<file path="config.mk">
export PLATFORM = sky130hd
export DESIGN_NAME = fsps_sequencer
export DESIGN_NICKNAME = d
export VERILOG_FILES = /design/src/common/fsps_pkg.sv /design/src/fsps_sequencer.sv
export SDC_FILE = /design/constraint.sdc
export NUM_CORES = 1
export LEC_CHECK = 0
export BUFFER_PORTS_ARGS = -buffer_cell sky130_fd_sc_hd__buf_4
export CAP_MARGIN = 0
export CORE_MARGIN = 2
export CORE_UTILIZATION = 40
export CTS_CLUSTER_SIZE = 40
export DETAILED_ROUTE_END_ITERATION = 16
export GPL_TIMING_DRIVEN = 1
export PLACE_DENSITY = 0.53
export SLEW_MARGIN = 20
export SYNTH_ARGS = -nofsm -noshare
export SYNTH_HDL_FRONTEND = slang
export SYNTH_SLANG_ARGS = --single-unit
</file>
<file path="constraint.sdc">
create_clock -name mclk -period 3.4 [get_ports mclk]
set_input_delay 0.34 -clock mclk [delete_from_list [all_inputs] [get_ports mclk]]
set_output_delay 0.34 -clock mclk [all_outputs]
set_load 0.005 [all_outputs]
</file>
<file path="src/common/fsps_pkg.sv">
// Constants shared by the flash self-programming sequencer
package fsps_pkg;
  // Pointer layout: page field above the word offset field
  localparam int PAGE_W     = 10;
  localparam int WORD_W     = 5;
  localparam int Z_PAGE_LSB = 6;
  localparam int Z_WORD_LSB = 1;
  localparam int BUF_DEPTH  = 32;
  // Control and status register bit positions
  localparam int BIT_EN     = 0;
  localparam int BIT_ERASE  = 1;
  localparam int BIT_WRITE  = 2;
  localparam int BIT_LOCK   = 3;
  localparam int BIT_REEN   = 4;
  localparam int BIT_SIG    = 5;
  localparam int BIT_IRQEN  = 7;
  // Command values in the low six control bits
  localparam logic [5:0] CMD_LOAD  = 6'h01;
  localparam logic [5:0] CMD_ERASE = 6'h03;
  localparam logic [5:0] CMD_WRITE = 6'h05;
  localparam logic [5:0] CMD_LOCK  = 6'h09;
  localparam logic [5:0] CMD_REEN  = 6'h11;
  // Timed windows: store within four cycles, load within three
  localparam logic [2:0] SPM_WIN      = 3'h4;
  localparam logic [2:0] LPM_WIN      = 3'h3;
  localparam logic [2:0] LPM_MIN_LEFT = 3'(SPM_WIN - LPM_WIN + 3'h1);
  // Pointer values that select the fuse and lock bytes
  localparam logic [15:0] Z_FUSE_LOW  = 16'h0000;
  localparam logic [15:0] Z_LOCK_BITS = 16'h0001;
  localparam logic [15:0] Z_FUSE_EXT  = 16'h0002;
  localparam logic [15:0] Z_FUSE_HIGH = 16'h0003;
  // Programming time: least 3.2 ms, longest 3.4 ms
  localparam int CLK_PERIOD_NS = 20;
  localparam int PROG_MIN_NS   = 3200000;
  localparam int PROG_MAX_NS   = 3400000;
  localparam int PROG_CYCLES   = (PROG_MIN_NS + CLK_PERIOD_NS - 1) / CLK_PERIOD_NS;
  localparam int PROG_MAX_CYC  = PROG_MAX_NS / CLK_PERIOD_NS;
  localparam int TMR_W         = 18;
  // Unprogrammed lock bits read as one
  localparam logic [5:0] LOCK_RESET = 6'h3f;
  // First page of the section that cannot be read while writing
  localparam logic [PAGE_W-1:0] NO_READ_WHILE_WRITE_SECTION_PAGE_START = 10'h380;
  typedef enum logic [1:0] {ST_IDLE, ST_ARMED, ST_PROG} fsps_state_t;
endpackage

</file>
<file path="src/fsps_sequencer.sv">
// Flash self-programming sequencer: timed command, page buffer, lock and fuse reads
//
// Overview of operation
// - Erase command then store within four cycles erases the pointer's page.
// - Erase ignores the data pair and pointer bits outside the page field.
// - Load command then store writes the data pair at word offset bits 5..1.
// - Page buffer clears after page write, re-enable write, and reset.
// - An EEPROM write during page loading discards all loaded words.
// - Write command then store programs the buffer into the pointer's page.
// - Erase or write to the no-read-while-write section halts the core.
// - Reads of the read-while-write section are blocked during erase/write.
// - Busy flag stays set while the read-while-write section is unavailable.
// - Re-enable command then store clears the busy flag.
// - With interrupt enabled, request stands while the enable bit is zero.
// - Lock-set command plus store programs lock bits whose data bit is zero.
// - Lock programming leaves the whole flash readable without stall.
// - While an EEPROM write runs, commands and fuse/lock reads are rejected.
// - Lock-set and enable, pointer one, load within three returns lock byte.
// - Lock-set and enable self-clear after read or missed windows.
// - Pointer zero returns fuse low byte; bits clear give ordinary reads.
// - Pointer three returns fuse high byte, pointer two the extended byte.
// - Each erase, write or lock write lasts 3.2 to 3.4 ms.
`timescale 1ns/10ps
`default_nettype none
module fsps_sequencer
#(
  parameter int PROG_CYC = fsps_pkg::PROG_CYCLES
)
(
  input  wire logic                        mclk,
  input  wire logic                        resetn,
  input  wire logic                        clk_en,
  input  wire logic                        csr_we,
  input  wire logic [7:0]                  csr_wdata,
  input  wire logic                        spm_exec,
  input  wire logic                        lpm_exec,
  input  wire logic [15:0]                 z_ptr,
  input  wire logic [15:0]                 data_register_pair,
  input  wire logic                        eeprom_write_busy_flag,
  input  wire logic [7:0]                  fuse_low_byte,
  input  wire logic [7:0]                  fuse_high_byte,
  input  wire logic [3:0]                  fuse_extended_byte,
  input  wire logic [fsps_pkg::WORD_W-1:0] buf_rd_idx,
  output logic      [7:0]                  self_prog_ctrl_status,
  output logic                             cpu_halt,
  output logic                             rww_read_block,
  output logic                             spm_irq,
  output logic                             lpm_override,
  output logic      [7:0]                  lpm_data,
  output logic                             prog_erase,
  output logic                             prog_write,
  output logic                             prog_lock,
  output logic      [fsps_pkg::PAGE_W-1:0] prog_page,
  output logic      [5:0]                  lock_bits,
  output logic      [15:0]                 buf_rd_data,
  output logic                             buf_rd_valid
);
  import fsps_pkg::*;

  fsps_state_t              state;
  logic [5:0]               cmd;
  logic                     irq_en;
  logic [2:0]               win;
  logic [TMR_W-1:0]         timer;
  logic [5:0]               lock_mask;
  logic [15:0]              buf_mem [BUF_DEPTH];
  logic [BUF_DEPTH-1:0]     buf_vld;

  // Decode of the pointer and the armed command
  wire [PAGE_W-1:0] z_page   = z_ptr[Z_PAGE_LSB +: PAGE_W];
  wire [WORD_W-1:0] z_word   = z_ptr[Z_WORD_LSB +: WORD_W];
  wire              ee_busy  = eeprom_write_busy_flag;
  wire              armed    = (state == ST_ARMED);
  wire              spm_go   = clk_en && armed && spm_exec && !ee_busy;
  wire              is_erase = (cmd == CMD_ERASE);
  wire              is_write = (cmd == CMD_WRITE);
  wire              lpm_go   = clk_en && armed && lpm_exec && !ee_busy
                               && (cmd == CMD_LOCK) && (win >= LPM_MIN_LEFT);
  wire              timeout  = clk_en && armed && (win == 3'h1) && !spm_go && !lpm_go;
  wire              prog_end = clk_en && (state == ST_PROG) && (timer == '0);
  // Buffer clears: write done, re-enable, EEPROM write while words are loaded
  wire              buf_clr  = (prog_end && prog_write)
                               || (spm_go && cmd == CMD_REEN)
                               || (clk_en && ee_busy && (|buf_vld));
  wire              csr_take = clk_en && csr_we && (state == ST_IDLE) && !ee_busy;
  wire              no_read_while_write_section_hit = (z_page >= NO_READ_WHILE_WRITE_SECTION_PAGE_START);
  wire [7:0]        rd_sel   = (z_ptr == Z_LOCK_BITS) ? {2'b11, lock_bits}
                             : (z_ptr == Z_FUSE_LOW)  ? fuse_low_byte
                             : (z_ptr == Z_FUSE_HIGH) ? fuse_high_byte
                             : {4'hf, fuse_extended_byte};
  wire              rd_hit   = (z_ptr[15:2] == '0);

  // Status view: every bit is a flip-flop
  assign self_prog_ctrl_status = {irq_en, rww_read_block, cmd};

  // Command arming and the timed window; EEPROM busy blocks arming
  always_ff @(posedge mclk)
  begin
    if (!resetn)
    begin
      state <= ST_IDLE;
      cmd   <= '0;
      win   <= '0;
    end
    else if (clk_en)
    begin
      if (csr_take && csr_wdata[BIT_EN])
      begin
        state <= ST_ARMED;
        cmd   <= csr_wdata[5:0];
        win   <= SPM_WIN;
      end
      else if (spm_go && (is_erase || is_write || cmd == CMD_LOCK))
        state <= ST_PROG;
      else if (spm_go || lpm_go || timeout || prog_end)
      begin
        state <= ST_IDLE;
        cmd   <= '0;
        win   <= '0;
      end
      else if (armed)
        win <= win - 3'h1;
    end
  end

  // Interrupt enable is writable at any time, request is a level
  always_ff @(posedge mclk)
  begin
    if (!resetn)
    begin
      irq_en  <= 1'b0;
      spm_irq <= 1'b0;
    end
    else if (clk_en)
    begin
      if (csr_we)
        irq_en <= csr_wdata[BIT_IRQEN];
      spm_irq <= irq_en && !cmd[BIT_EN];
    end
  end

  // Operation timer; counts the programming time in core cycles
  always_ff @(posedge mclk)
  begin
    if (!resetn)
      timer <= '0;
    else if (clk_en)
    begin
      if (spm_go)
        timer <= TMR_W'(PROG_CYC - 1);
      else if (timer != '0)
        timer <= timer - 1'b1;
    end
  end

  // Flash operation strobes, target page, halt and read blocking
  always_ff @(posedge mclk)
  begin
    if (!resetn)
    begin
      prog_erase     <= 1'b0;
      prog_write     <= 1'b0;
      prog_lock      <= 1'b0;
      prog_page      <= '0;
      cpu_halt       <= 1'b0;
      rww_read_block <= 1'b0;
    end
    else if (clk_en)
    begin
      if (spm_go && (is_erase || is_write))
      begin
        prog_erase     <= is_erase;
        prog_write     <= is_write;
        prog_page      <= z_page;
        cpu_halt       <= no_read_while_write_section_hit;
        rww_read_block <= 1'b1;
      end
      else if (spm_go && cmd == CMD_LOCK)
        prog_lock <= 1'b1;
      else if (prog_end)
      begin
        prog_erase <= 1'b0;
        prog_write <= 1'b0;
        prog_lock  <= 1'b0;
        cpu_halt   <= 1'b0;
      end
      else if (spm_go && cmd == CMD_REEN)
        rww_read_block <= 1'b0;
    end
  end

  // Lock bits: only zero data bits program, applied when the time is over
  always_ff @(posedge mclk)
  begin
    if (!resetn)
    begin
      lock_mask <= LOCK_RESET;
      lock_bits <= LOCK_RESET;
    end
    else if (clk_en)
    begin
      if (spm_go && cmd == CMD_LOCK)
        lock_mask <= data_register_pair[5:0];
      else if (prog_end && prog_lock)
        lock_bits <= lock_bits & lock_mask;
    end
  end

  // Temporary page buffer; a clear wins over a load in the same cycle
  always_ff @(posedge mclk)
  begin
    if (!resetn)
      buf_vld <= '0;
    else if (clk_en)
    begin
      if (buf_clr)
        buf_vld <= '0;
      else if (spm_go && cmd == CMD_LOAD)
      begin
        buf_vld[z_word] <= 1'b1;
        buf_mem[z_word] <= data_register_pair;
      end
    end
  end

  // Buffer read port towards the flash array
  always_ff @(posedge mclk)
  begin
    if (!resetn)
    begin
      buf_rd_data  <= '0;
      buf_rd_valid <= 1'b0;
    end
    else if (clk_en)
    begin
      buf_rd_data  <= buf_mem[buf_rd_idx];
      buf_rd_valid <= buf_vld[buf_rd_idx];
    end
  end

  // Lock and fuse byte reads; other pointers fall back to ordinary reads
  always_ff @(posedge mclk)
  begin
    if (!resetn)
    begin
      lpm_override <= 1'b0;
      lpm_data     <= '0;
    end
    else if (clk_en)
    begin
      lpm_override <= lpm_go && rd_hit;
      if (lpm_go && rd_hit)
        lpm_data <= rd_sel;
    end
  end
endmodule
`default_nettype wire

</file>
* Yosys cells after proc, flatten, opt, wreduce, memory -nomap -nowiden
Memories as Yosys holds them, arrays and structs flattened. A register that Yosys moved wholly into a read port is not among the register bits.
Cells that the tools add are included.
** Operators by class
- Bitwise logic cells :: 4
- Equality and inequality tests :: 13
- Reduce and logical (&&, ||, !) cells :: 67
- Magnitude comparators :: 5
- $add $sub $neg :: 2
- Multiplexer cells :: 36
** Operators with widths (count)
- $mux W32 :: 2
- $mux W18 :: 2
- $or A32 B32 Y32 :: 1
- $reduce_or A32 Y1 :: 1
- $logic_and A1 B1 Y1 :: 28
- $mux W8 :: 3
- $logic_not A18 Y1 :: 1
- $mux W6 :: 3
- $reduce_bool A18 Y1 :: 1
- $sub A18 B1 Y18 const B :: 1
- $mux W1 :: 17
- $eq A16 B1 Y1 const B :: 1
- $eq A16 B2 Y1 const B :: 1
- $logic_not A16 Y1 :: 1
- $reduce_and A3 Y1 :: 5
- $logic_not A14 Y1 :: 1
- $reduce_and A2 Y1 :: 7
- $lt A5 B6 Y1 const B :: 2
- $mux W3 :: 4
- $reduce_bool A2 Y1 :: 6
- $ge A10 B10 Y1 const B :: 1
- $logic_or A1 B1 Y1 :: 7
- $and A6 B6 Y6 :: 1
- $eq A6 B1 Y1 const B :: 1
- 20 further kinds :: 29
** Word-level totals
- RAM bits :: 512
- Memories kept :: 1
- Register bits :: 100
- Bits of input ports :: 72
** Memory list
- buf_mem :: words 32, bits a word 16, rd ports 1, clocked after Yosys merged registers in 1, write ports 1, line fsps_sequencer.sv:66 : logic [15:0] buf_mem [BUF_DEPTH];

* Logic depth before layout (Yosys ltp)
- Word-level depth :: 13
- Depth in mapped cells :: 9
- Mapped depth without buffers :: 8

* Worst setup path after synthesis
No wires, ideal clock.
- Path kind :: register to register
- Start :: register cmd[0]
- End :: memory buf_mem[5][0], enable pin
- Period minus slack after synthesis :: 3.024 ns
- Arrival :: 2.615 ns
- Slack :: 0.376 ns
- Library setup time :: 0.409 ns
- Cell stages (with the launch flop) :: 8
- Path buffers :: 2
- Cell sequence :: dfxtp_1 nor3b_1 and4b_1 buf_2 and4_1 buf_2 nand2_1 nor3_1
** Between the ends
- Longest elaborated chain between the ends :: 8
** RTL lines
- from (decl) :: line fsps_sequencer.sv:61 : logic [5:0] cmd;
- from (signal assigned) :: line fsps_sequencer.sv:110 : cmd <= csr_wdata[5:0];
- $eq A6 B5 Y1 :: line fsps_sequencer.sv:83 : || (spm_go && cmd == CMD_REEN)
- $logic_and A1 B1 Y1 :: line fsps_sequencer.sv:83
- $logic_or A1 B1 Y1 :: line fsps_sequencer.sv:83
- $logic_or A1 B1 Y1 :: line fsps_sequencer.sv:84 : || (clk_en && ee_busy && (|buf_vld));
- $mux W1 * :: line fsps_sequencer.sv:216 : if (buf_clr)
- $mux W1 * :: line fsps_sequencer.sv:214 : else if (clk_en)
- $mux W1 * :: line fsps_sequencer.sv:212 : if (!resetn)
- $mux W1 (not written as such) * :: line fsps_sequencer.sv:221 : buf_mem[z_word] <= data_register_pair;
- to (decl) :: line fsps_sequencer.sv:66
Mark *: on every way between the ends. The rest lies on a longest branch, timed or not.

* Final worst setup path
- Start :: register state[1]
- End :: register buf_vld[5]
** Between the ends
- Longest elaborated chain between the ends :: 9
** RTL lines
- from (decl) :: line fsps_sequencer.sv:60 : fsps_state_t state;
- from (signal assigned) :: line fsps_sequencer.sv:101 : state <= ST_IDLE;
- from (signal assigned) :: line fsps_sequencer.sv:109 : state <= ST_ARMED;
- from (signal assigned) :: line fsps_sequencer.sv:114 : state <= ST_PROG;
- $eq A2 B1 Y1 :: line fsps_sequencer.sv:73 : wire armed = (state == ST_ARMED);
- $logic_and A1 B1 Y1 (3 in a row) :: line fsps_sequencer.sv:74 : wire spm_go = clk_en && armed && spm_exec && !ee_busy;
- $logic_and A1 B1 Y1 :: line fsps_sequencer.sv:83
- $logic_or A1 B1 Y1 :: line fsps_sequencer.sv:83
- $logic_or A1 B1 Y1 :: line fsps_sequencer.sv:84
- $reduce_bool A2 Y1 (no line)
- $reduce_and A2 Y1 (no line)
- to (signal assigned) :: line fsps_sequencer.sv:213 : buf_vld <= '0;
- to (signal assigned) :: line fsps_sequencer.sv:217 : buf_vld <= '0;
- to (signal, indexed assignment) :: line fsps_sequencer.sv:220 : buf_vld[z_word] <= 1'b1;
- to (decl) :: line fsps_sequencer.sv:67 : logic [BUF_DEPTH-1:0] buf_vld;
Parallel ways exist; a longest one is shown, timed or not.
A chain may end at the register's enable or synchronous reset.

==> summary.md <==
| Metric | Value |
|---|---|
| Num CTS Buffers | 69 |
| Pwr Total | 16.78 mW |
| Hold Crit Class | in2reg |
| Total gr overflow | 0 |
| Top cell type's share of synthesized area | 62.11% |
| Vias | 12.92k |
| Fin. max-slew vios | 0 |
| Clock buffer depth | 3 |
| Vias in the first global route | 13.34k |
| Antenna violations before repair | 2 |
| Dominant cell type by area after synthesis | edfxtp_1 |
| Routed len/inst | 25.76 um |
| RSZ-0062 raised after global routing | false |
| Finished Core Util | 47.51% |
| Mux cell area share after synthesis | 16.83% |
| WHS Path Cells | 3 |
| Synth top area cells | edfxtp_1 (62%), mux4_2 (16%), dfxtp_1 (9.4%) |
| Critical path required time | 3850 ps |
| Clock root cell | clkbuf_16 |
| Antenna cells | 0 |
| Adder-Cell Fraction of Synth Area | 0.2022% |
| Crit path DAT | 3070 ps |
| Outcome | finished, final reports clean |
| Layout Nets | 1600 |
| CTS resizes | 0 |
| GRT Total Usage | 19.44% |
| CORE AREA | 61480 sq um |
| Die width | 252.8 um |
| Min Clock Period, post-route | 2617 ps |
| H-Tree Depth | 3 |
| Hold-fix buffers at CTS | 5 |
| Vias per cell | 5.467 |
| Final-report hold violation count | 0 |
| DRC errors left | 0 |
| Initial drt markers | 1002 |
| Clock Latency Late Sink | 620 ps |
| Synth Area in XOR/XNOR | 0.6015% |
| Layout cells sized above 1 | 31.58% |
| Crit path launch type | flip-flop |
| Final ANT Viol Nets | 0 |
| DP Wirelength | 36660 um |
| Synth cell types | 58 |
| Share of synthesized registers carrying an async set or reset | 0% |
| Synth Area in Simple Gates | 5.418% |
| Number of flops mapped to enable cells by yosys | 512 |
| Initial Util | 40.26% |
| Fmax | 382.2 MHz |
| Synthesized area | 24750 sq um |
| Critical-path maximum fanout | 19 |
| Largest net degree at the start of global routing | 77 |
| Top_reg_cell synth | edfxtp_1 |
| Fin crit share | 76.96% |
| Setup violators final | 0 |
| Die Ht | 252.8 um |
| IO Pins | 128 |
| Slew HR | 44.54% |
| Worst hold margin | 30.35 ps |
| Static Leak | 9.671 nW |
| Setup Buffers After CTS | 0 |
| Tightest Pin Transition | 819.0 ps |
| Post-synthesis compound-gate area fraction | 3.760% |
| Clock net sink count | 628 |
| Final cell count without fillers | 2364 |
| Row cnt | 91 |
| Worst-path clk slew | 60 ps |
| Drt first pass iters | 5 |
| WL final | 60900 um |
| Mapped Avg Cell Area | 18.49 sq um |
| P&R area growth vs syn | 17.99% |
| R2R cell count | 6 |
| CTS tree | yes |
| Placed Instances | 2238 |
| Synth Register Bits | 628 |
| Crit path kind | reg2reg |
| Peak VDD IR | 0.4478 mV |
| Register area share after synthesis | 71.49% |
| Port bufs | 126 |
| PwrDens | 574.5 nW/um^2 |
| MaxCap Viol Count | 0 |
| Yosys warns | 0 |
| Largest family of logic cells by synthesized area | multiplexers |
| Setup_tns | 0 ps |
| Syn nets | 1415 |
| Gate Count Post-Synth | 1339 |
| Clock skew | 35.68 ps |
| DIE AREA | 63890 sq um |
| Routability cong. | 0.7998 |
| First-pass GRT wire length | 89470 um |
| Critical path endpoint category | flip-flop |
sequential cells by signal, summed over array words and instances, names as in the netlist, 2 cells and up:
signal       flops
buf_mem        512
buf_vld         32
timer           18
buf_rd_data     16
prog_page       10
lpm_data         8
cmd              6
lock_bits        6
lock_mask        6
win              3
state            2
synth_stat cells (all sizes together) (6+ instances only):
cell / number
nor4: 16
nor2: 77
dfxtp: 116
nand2b: 7
o22ai: 8
nand4: 7
a21oi: 34
edfxtp: 512
a21boi: 28
mux4: 173
inv: 14
a21o: 7
and2: 10
nor2b: 17
nor3: 14
nand3: 21
mux2i: 27
buf: 39
a31oi: 6
nand2: 59
o21a: 11
clkbuf: 38
o21ai: 33
xnor2: 7
xor2: 10
worst paths after layout:
check | from | end | slack (ps)
setup / recovery | state[1] | buf_vld[5] | 780
hold / removal | csr_wdata[7] | irq_en | 30
setup reg to reg | state[1] | buf_vld[5] | 780
hold reg to reg | lock_mask[5] | lock_mask[5] | 470
logic make-up after synthesis:
kind of cell	Yosys count
mux	200
fa+ha+maj	4
compound gates	145
simple gates	254
buf+inv	91
xor+xnor	17
flops	628
metrics by stage:
| step | area, sq um | setup WS [ps] |
|---|---|---|
| CTS | 29210 | 755.3 |
| detailed placement | 27050 | 658.3 |
| floorplan | 24760 | 376.2 |
| global placement | 27050 | 662.5 |
| global route | 29210 | 503.1 |
| finish | 29210 | 783.3 |
where the power goes:
part | total (mW) | internal [mW] | switching, mW
Clock | 6.95 | 3.95 | 3.00
Combinational | 1.33 | 0.600 | 0.729
Sequential | 8.50 | 8.40 | 0.107
Total | 16.8 | 12.9 | 3.83
cells in the final DEF, fill, tap and decap left out, types with 7 or more instances in the layout:
cell,count
edfxtp_1,512
mux4_2,173
buf_4,169
dfxtp_1,116
clkbuf_16,70
nand2_1,59
nor2_1,46
a21oi_1,34
nor2_2,31
o21ai_0,27
mux2i_1,27
nand3_1,21
a21boi_0,21
nor2b_1,17
clkbuf_1,15
buf_12,15
inv_1,14
nor3_1,12
clkinv_1,12
nor4_1,11
o21a_1,11
and2_1,10
xor2_1,10
clkinv_2,9
o22ai_1,8
nand2b_1,7
a21o_1,7
a21boi_1,7
xnor2_1,7
clkbuf_8,7
metal layers:
| layer | wire length (um) | track usage [%] |
|---|---|---|
| met1 | 26140 | 25.93 |
| met2 | 30040 | 32.30 |
| met3 | 3082 | 3.886 |
| met4 | 1635 | 5.917 |
| met5 | 11 | 0 |
critical path: stages, from the launching register on:
cell     delay (ps)
dfxtp_1         340
nor3b_1         350
nand2_1         410
or3_1           530
nand3_1         130
a21o_1          530
o22ai_1         180
layout make-up:
type | instances | area [sq um]
fillers | 5244 | 32270
flip-flops and latches | 628 | 17700
multi-input cells | 620 | 6720
clock buffers | 92 | 1904
repair buffers | 191 | 1645
well taps | 790 | 988.4
clock inverters | 29 | 201.4
inverters | 14 | 52.55
Note: power is estimated with default switching activity, not from simulation.
